## src/vmd_pkg.sv

```systemverilog
// Constants and carrier types for the vibration motor driver register bank
// ----------------------------------------------------------------------------
// ----------------------------------------------------------------------------
package vmd_pkg;
  localparam logic [6:0] DEV_ADDR = 7'h06;
  localparam logic [7:0] OFS_CTRL = 8'h20;
  localparam logic [7:0] OFS_CFG = 8'h21;
  localparam logic [7:0] OFS_STAT = 8'h22;
  localparam logic [7:0] RST_CTRL = 8'h90;
  localparam logic [7:0] RST_CFG = 8'h2c;
  localparam logic [7:0] RST_STAT = 8'h0e;
  localparam logic [7:0] MASK_CTRL = 8'he0;
  localparam logic [7:0] MASK_CFG = 8'hfc;
  localparam int BIT_EN = 7;
  localparam int BIT_OD = 6;
  localparam int BIT_SIDE = 5;
  localparam int RES_HI = 7;
  localparam int RES_LO = 5;
  localparam int LVL_HI = 4;
  localparam int LVL_LO = 2;
  localparam int ST_VDD = 3;
  localparam int ST_REG = 2;
  localparam int ST_OT = 1;
  localparam logic [2:0] LVL_UNDEF = 3'h7;
  localparam logic [2:0] LVL_MAX = 3'h6;
  localparam logic [2:0] BIT_LAST = 3'h7;
  typedef struct packed {
    logic drive_en;
    logic overdrive_on;
    logic overdrive_side_sel;
    logic [2:0] input_res;
    logic [2:0] regulator_level;
  } vmd_cfg_type;
  typedef struct packed {
    logic supply_good;
    logic regulator_good;
    logic overheat_clear;
  } vmd_health_type;
endpackage

```

## src/vmd_regs.sv

```systemverilog
// Serial slave, register bank and drive gating of the vibration motor driver
`timescale 1ns/1ns
`default_nettype none
module vmd_regs (
  // Clock, reset, enable
  input wire logic clk,
  input wire logic srst,
  input wire logic clk_en,
  // Serial bus pins
  input wire logic scl_in,
  input wire logic sda_in,
  output logic sda_out,
  output logic sda_oe_n,
  // Analog monitors and run pin
  input wire logic motor_run_in,
  input wire logic undervoltage_lockout_ok_in,
  input wire logic regulator_ok_in,
  input wire logic overheat_clear_in,
  // Drive controls
  output logic motor_pos_out,
  output logic motor_neg_out,
  output vmd_pkg::vmd_cfg_type cfg_out
);
  // --------------------------------------------------------------------------
  // Input synchronisers
  // --------------------------------------------------------------------------
  // Idle-high default on bus pins so floating lines look like an idle bus
  logic [5:0] s1_r, s1_nxt, s2_r, s2_nxt;
  logic scl_d_r, scl_d_nxt, sda_d_r, sda_d_nxt;
  logic scl, sda, run, vdd_g, reg_g, ot_g;
  always_comb begin
    s1_nxt = {scl_in, sda_in, motor_run_in, undervoltage_lockout_ok_in, regulator_ok_in, overheat_clear_in};
    s2_nxt = s1_r;
    scl_d_nxt = s2_r[5];
    sda_d_nxt = s2_r[4];
  end
  assign scl = s2_r[5];
  assign sda = s2_r[4];
  assign run = s2_r[3];
  assign vdd_g = s2_r[2];
  assign reg_g = s2_r[1];
  assign ot_g = s2_r[0];
  always_ff @(posedge clk) begin
    if (srst) begin
      s1_r <= 6'h37;
      s2_r <= 6'h37;
      scl_d_r <= 1'b1;
      sda_d_r <= 1'b1;
    end else if (clk_en) begin
      s1_r <= s1_nxt;
      s2_r <= s2_nxt;
      scl_d_r <= scl_d_nxt;
      sda_d_r <= sda_d_nxt;
    end
  end
  wire scl_rise = scl & ~scl_d_r;
  wire scl_fall = ~scl & scl_d_r;
  wire start_c = scl & scl_d_r & sda_d_r & ~sda;
  wire stop_c = scl & scl_d_r & ~sda_d_r & sda;

  // --------------------------------------------------------------------------
  // Bus slave state machine
  // --------------------------------------------------------------------------
  typedef enum logic [2:0] {S_IDLE, S_ADDR, S_AACK, S_PTR, S_WDATA, S_DACK, S_RDATA, S_RACK} vmd_state_type;
  vmd_state_type st_r, st_nxt;
  logic [7:0] sh_r, sh_nxt, ptr_r, ptr_nxt, ctrl_r, ctrl_nxt, cfg_r, cfg_nxt;
  logic [2:0] bit_r, bit_nxt;
  logic rd_r, rd_nxt, ptr_done_r, ptr_done_nxt, oe_n_r, oe_n_nxt;
  logic [7:0] rdata, stat_v;
  always_comb begin
    stat_v = 8'h00;
    stat_v[vmd_pkg::ST_VDD] = vdd_g;
    stat_v[vmd_pkg::ST_REG] = reg_g;
    stat_v[vmd_pkg::ST_OT] = ot_g;
    case (ptr_r)
      vmd_pkg::OFS_CTRL: rdata = ctrl_r;
      vmd_pkg::OFS_CFG: rdata = cfg_r;
      vmd_pkg::OFS_STAT: rdata = stat_v;
      default: rdata = 8'h00;
    endcase
  end
  always_comb begin
    st_nxt = st_r;
    sh_nxt = sh_r;
    bit_nxt = bit_r;
    ptr_nxt = ptr_r;
    rd_nxt = rd_r;
    ptr_done_nxt = ptr_done_r;
    ctrl_nxt = ctrl_r;
    cfg_nxt = cfg_r;
    oe_n_nxt = oe_n_r;
    if (start_c) begin
      st_nxt = S_ADDR;
      bit_nxt = 3'h0;
      oe_n_nxt = 1'b1;
    end else if (stop_c) begin
      st_nxt = S_IDLE;
      oe_n_nxt = 1'b1;
    end else begin
      case (st_r)
        S_IDLE: st_nxt = S_IDLE;
        S_ADDR, S_PTR, S_WDATA: begin
          if (scl_rise) begin
            sh_nxt = {sh_r[6:0], sda};
            bit_nxt = bit_r + 3'h1;
          end
          if (scl_fall && bit_r == 3'h0 && st_r != S_ADDR) begin
            oe_n_nxt = 1'b1;
          end
          if (scl_fall && bit_r == 3'h0 && sh_nxt != sh_r) begin
            oe_n_nxt = 1'b1;
          end
          if (scl_rise && bit_r == vmd_pkg::BIT_LAST) begin
            st_nxt = (st_r == S_ADDR) ? S_AACK : S_DACK;
          end
        end
        S_AACK: begin
          if (scl_fall) begin
            if (sh_r[7:1] == vmd_pkg::DEV_ADDR) begin
              oe_n_nxt = 1'b0;
              rd_nxt = sh_r[0];
              ptr_done_nxt = 1'b0;
            end else begin
              st_nxt = S_IDLE;
            end
          end
          if (scl_rise && !oe_n_r) begin
            st_nxt = rd_r ? S_RDATA : S_PTR;
            bit_nxt = 3'h0;
            sh_nxt = rdata;
          end
        end
        S_DACK: begin
          if (scl_fall) begin
            oe_n_nxt = 1'b0;
            if (!ptr_done_r) begin
              ptr_nxt = sh_r;
              ptr_done_nxt = 1'b1;
            end else begin
              case (ptr_r)
                vmd_pkg::OFS_CTRL: ctrl_nxt = sh_r & vmd_pkg::MASK_CTRL;
                vmd_pkg::OFS_CFG: cfg_nxt = sh_r & vmd_pkg::MASK_CFG;
                default: ctrl_nxt = ctrl_r;
              endcase
              ptr_nxt = ptr_r + 8'h01;
            end
          end
          if (scl_rise) begin
            st_nxt = S_WDATA;
            bit_nxt = 3'h0;
          end
        end
        S_RDATA: begin
          if (scl_fall) begin
            // Enable held until the next fall, so SDA never moves while SCL is high
            oe_n_nxt = sh_r[7];
          end
          if (scl_rise) begin
            sh_nxt = {sh_r[6:0], 1'b0};
            bit_nxt = bit_r + 3'h1;
            if (bit_r == vmd_pkg::BIT_LAST) begin
              st_nxt = S_RACK;
              ptr_nxt = ptr_r + 8'h01;
            end
          end
        end
        S_RACK: begin
          if (scl_fall) begin
            oe_n_nxt = 1'b1;
          end
          if (scl_rise) begin
            st_nxt = sda ? S_IDLE : S_RDATA;
            bit_nxt = 3'h0;
            sh_nxt = rdata;
          end
        end
        default: st_nxt = S_IDLE;
      endcase
    end
  end
  // --------------------------------------------------------------------------
  // Drive gating
  // --------------------------------------------------------------------------
  // Register contents are never touched by the thermal path
  logic pos_r, pos_nxt, neg_r, neg_nxt;
  vmd_pkg::vmd_cfg_type cfg_o_r, cfg_o_nxt;
  always_comb begin
    cfg_o_nxt.drive_en = ctrl_r[vmd_pkg::BIT_EN];
    cfg_o_nxt.overdrive_on = ctrl_r[vmd_pkg::BIT_OD];
    cfg_o_nxt.overdrive_side_sel = ctrl_r[vmd_pkg::BIT_SIDE];
    cfg_o_nxt.input_res = cfg_r[vmd_pkg::RES_HI:vmd_pkg::RES_LO];
    cfg_o_nxt.regulator_level = cfg_r[vmd_pkg::LVL_HI:vmd_pkg::LVL_LO];
    if (cfg_o_nxt.regulator_level == vmd_pkg::LVL_UNDEF) begin
      cfg_o_nxt.regulator_level = vmd_pkg::LVL_MAX;
    end
    pos_nxt = run & ot_g & vdd_g & ctrl_r[vmd_pkg::BIT_EN];
    neg_nxt = pos_nxt;
  end
  always_ff @(posedge clk) begin
    if (srst) begin
      st_r <= S_IDLE;
      sh_r <= 8'h00;
      bit_r <= 3'h0;
      ptr_r <= vmd_pkg::OFS_CTRL;
      rd_r <= 1'b0;
      ptr_done_r <= 1'b0;
      ctrl_r <= vmd_pkg::RST_CTRL;
      cfg_r <= vmd_pkg::RST_CFG;
      oe_n_r <= 1'b1;
      pos_r <= 1'b0;
      neg_r <= 1'b0;
      cfg_o_r <= '0;
    end else if (clk_en) begin
      st_r <= st_nxt;
      sh_r <= sh_nxt;
      bit_r <= bit_nxt;
      ptr_r <= ptr_nxt;
      rd_r <= rd_nxt;
      ptr_done_r <= ptr_done_nxt;
      ctrl_r <= ctrl_nxt;
      cfg_r <= cfg_nxt;
      oe_n_r <= oe_n_nxt;
      pos_r <= pos_nxt;
      neg_r <= neg_nxt;
      cfg_o_r <= cfg_o_nxt;
    end
  end
  // --------------------------------------------------------------------------
  // Outputs
  // --------------------------------------------------------------------------
  // Pin level always low; open drain pulls only when enable is low
  assign sda_out = 1'b0;
  assign sda_oe_n = oe_n_r;
  assign motor_pos_out = pos_r;
  assign motor_neg_out = neg_r;
  assign cfg_out = cfg_o_r;
endmodule
`default_nettype wire

```

## config.mk

```make
export PLATFORM = sky130hd
export DESIGN_NAME = vmd_regs
export DESIGN_NICKNAME = d
export VERILOG_FILES = /design/src/vmd_pkg.sv /design/src/vmd_regs.sv
export SDC_FILE = /design/constraint.sdc
export NUM_CORES = 1
export LEC_CHECK = 0
export BUFFER_PORTS_ARGS = -buffer_cell sky130_fd_sc_hd__buf_2
export CAP_MARGIN = 20
export CORE_MARGIN = 2
export CORE_UTILIZATION = 59
export CTS_CLUSTER_DIAMETER = 200
export CTS_CLUSTER_SIZE = 20
export DETAILED_ROUTE_END_ITERATION = 16
export MAX_ROUTING_LAYER = met4
export PLACE_DENSITY = 0.78
export SYNTH_ARGS = -nofsm -noshare
export SYNTH_HDL_FRONTEND = slang
export SYNTH_SLANG_ARGS = --single-unit
```

## constraint.sdc

```tcl
create_clock -name clk -period 4.86 [get_ports clk]
set_clock_uncertainty 0.15 [all_clocks]
set_input_delay 0 -clock clk [delete_from_list [all_inputs] [get_ports clk]]
set_output_delay 0 -clock clk [all_outputs]
set_load 0.02 [all_outputs]
```

==> impl_results.md <==
- Outcome: complete, no violations
- Sw power: 256.3 µW
- Hold Worst Slack: 0.1528 ns
- CTS Sinks: 59
- Later-pin clock latency in the skew report: 0.34 ns
- WL/cell: 16.27 µm
- Max-slew violations: 0
- Synth warn: 0
- Port-buffer cells: 20
- DP Wirelength: 4754 µm
- Power per cell area: 283.0 mW/mm²
- Mapped Area: 0.003139 mm²
- Final Hold Vio Count: 0
- Most frequent cells in the layout: 59 x dfxtp_1, 37 x nor2_1, 24 x mux2i_1
- CP Max Fanout: 23
- Starting DRT DRC Count: 352
- Share of cells above drive strength 1: 12.43%
- Post-synth top flop: dfxtp_1
- Worst setup path class: register to register
- CTS tree: done
- Combinational family with the most area after synthesis: compound AO/OA/AOI/OAI gates
- Number of max-cap violations: 0
- Compound-Gate Fraction of Synth Area: 22.52%
- H-tree depth: 3
- Crit path depth: 7
- Comb power frac: 6.9%
- Critical-path top delay cell: dfxtp_1
- P&R area growth vs syn: 10.20%
- FF-to-FF Start: st_r[2]$_SDFFE_PP0P_
- Post-Synth XOR/XNOR Area: 0.5580%
- CP Buf/Inv Count: 1
- RR Endpoint: st_r[2]$_SDFFE_PP0P_
- Synth Area in Adders: 3.986%
- Core Region: 0.005107 mm²
- Mux cell area share after synthesis: 8.011%
- GRT overflow: 0
- Die Ht: 76.95 µm
- Final min period: 2.901 ns
- Yosys reg bits: 59
- Crit path arrival time: 3.01 ns
- Leading cell type in the layout, fill and taps excluded: dfxtp_1
- DR DRC count: 0
- Hold Crit Class: input pin to register
- Post-Synth Simple-Gate Area: 22.00%
- CTS Buf Count: 9
- Tightest Pin Transition: 0.9693 ns
- Vias after detailed routing: 2700
- Total setup buffers inserted after CTS: 0
- Startpoint Class: register
- Final Wtd Congestion: 0.8844
- GRT Resource Usage Total: 27.25%
- Fmax: 344.7 MHz
- Slowest stage delay, CP: 0.80 ns
- Vias in the first global route: 2613
- Die W: 76.95 µm
- Initial antenna violation count: 0
- Worst setup EP type: register
- Die ar.: 0.005921 mm²
- Clock share of power: 41.7%
- Clk buf depth: 2
- Worst EP required: 4.97 ns
- P_leak: 0.001355 µW
- Detailed Route WL: 7288 µm
- Final nets: 392
- Setup TNS: 0 ns
- First-pass GRT wire length: 12570 µm
- Clock transition at path regs: 0.08 ns
- CP delay by family, top: flip-flops
- Ranking of synthesized cells by area: dfxtp_1 38%, mux2i_1 7.7%, a211o_1 4.5%
- Syn Area/Cell: 8.696 µm²
- Worst Setup SP: st_r[2]$_SDFFE_PP0P_
- Crit path capture: st_r[2]$_SDFFE_PP0P_
- Crit-path cells: inv_1 -> ha_1 -> or2_2 -> nor2_1 -> o21ai_0 -> a211oi_1 -> mux2i_1
- Std cell rows: 26
- Asr flop ratio synth: 0%
- I/O pins: 22
- Top cell type's share of synthesized area: 37.62%
- Post-synth EDFFs: 0
- Internal Pwr Total: 722.9 µW
- Synth area leader: dfxtp_1
- Sequential cell fraction of total power: 51.4%
- Switching power share of the total: 26.17%
- CTS root buf: clkbuf_8
- Library cells used by synthesis: 56
- Syn_nets: 380
- R2r setup slk: 1.96 ns
- Largest net degree at the start of global routing: 57
- Final design utilization: 67.74%
- RSZ-0062 raised after global routing: no
- Routed vias/inst: 6.027
- Tcrit/Tclk final: 59.70%
- First-pass iteration count of the detailed router: 5
- Worst Reg-to-Reg Cells: 7
- N_diodes: 0
- Initial Utilization: 61.46%
- Worst slew margin: 35.38%
- Routed Antenna Nets: 0
- Cells after Synth: 361
- Seq/Total Area, Yosys: 37.62%
- VDD IR-drop max: 0.0002438 V
- Finish-stage setup viols: 0
## Yosys cell counts (6+ instances only)
master and number:
a21o_1 7, dfxtp_1 59, a21oi_1 18, and2_1 6, a211o_1 16, a22o_1 6
o21ai_0 13, nand3_1 7, nand2b_1 8, nor2_1 37, clkbuf_1 17, ha_1 10
o2bb2ai_1 8, inv_1 13, a22oi_1 8, nand2_1 23, mux2i_1 24, nor2b_1 15
## power by group through the flow
stage | Combinational, µW | Clock, µW | Sequential, µW
after global placement | 61.0 | 0 | 514
after global routing | 74.1 | 439 | 505
after detailed placement | 62.2 | 0 | 514
after CTS | 66.3 | 418 | 503
after floorplan | 49.8 | 0 | 511
final | 67.1 | 408 | 504
## final cells by class
type | instances | area, µm²
multi-input combinational | 264 | 1795
fill | 426 | 1648
sequential | 59 | 1181
timing repair buffer | 26 | 160.2
clock buffer | 10 | 137.6
tap | 70 | 87.58
clock inverter | 6 | 48.80
inverter | 13 | 48.80
## sequential cells by signal (all words and copies together), names as in the netlist, 3 cells and up
register and flops:
ptr_r 8, s1_r 6, cfg_out 9, sh_r 8, bit_r 3, ctrl_r 4
s2_r 6, st_r 3, cfg_r 6
## timing repair
item	4_1_cts	5_1_grt
gates resized for setup	0	0
hold buffers	6	0
endpoints found under the hold margin	6	0
## per-layer routing
layer | share of wire (%) | vias up | track usage [%] | wire, µm
li1 | - | 1323 | - | -
met1 | 45 | 1253 | 34.52 | 3292
met2 | 47 | 114 | 42.37 | 3435
met3 | 6.4 | 10 | 6.588 | 466
met4 | 1.3 | 0 | 10.00 | 93
met5 | 0 | - | - | 0
## worst min path at each step
stage / to / from / slack (ns) / cells past startpoint
floorplan: s1_r[1]$_SDFFE_PP1P_ / regulator_ok_in / -0.03 / 1
global placement: s1_r[1]$_SDFFE_PP1P_ / regulator_ok_in / 0.05 / 2
detailed placement: s1_r[1]$_SDFFE_PP1P_ / regulator_ok_in / 0.06 / 2
CTS: cfg_out[0]$_SDFFE_PP0P_ / clk_en / 0.15 / 3
global route: cfg_r[6]$_SDFFE_PP0P_ / srst / 0.20 / 2
finish: cfg_out[5]$_SDFFE_PP0P_ / srst / 0.15 / 2
## worst reg2reg max path: cells and delay by family (launching register included)
family,cells,cell delay [ns]
fa+ha+maj,1,0.31
flops,1,0.80
mux,1,0.24
compound gates,2,0.63
simple gates,2,0.51
buf+inv,1,0.19
## through the flow
stage	cells	setup WS, ns	cell area [µm²]	power, µW
floorplan	361	2.131	3139	561.1
global placement	426	2.114	3213	575.0
detailed placement	426	1.993	3213	576.4
CTS	448	1.973	3460	987.8
global route	448	1.669	3460	1018
finish	448	1.959	3460	979.1
## cells by family after synthesis
family	after synthesis
AO/OA/AOI/OAI	97
XOR/XNOR	2
adder cells (fa/ha/maj)	10
buffers and inverters	38
flip-flops	59
multiplexers	25
other	1
AND/OR/NAND/NOR	129
No activity file was read; power rests on OpenSTA's default activity.
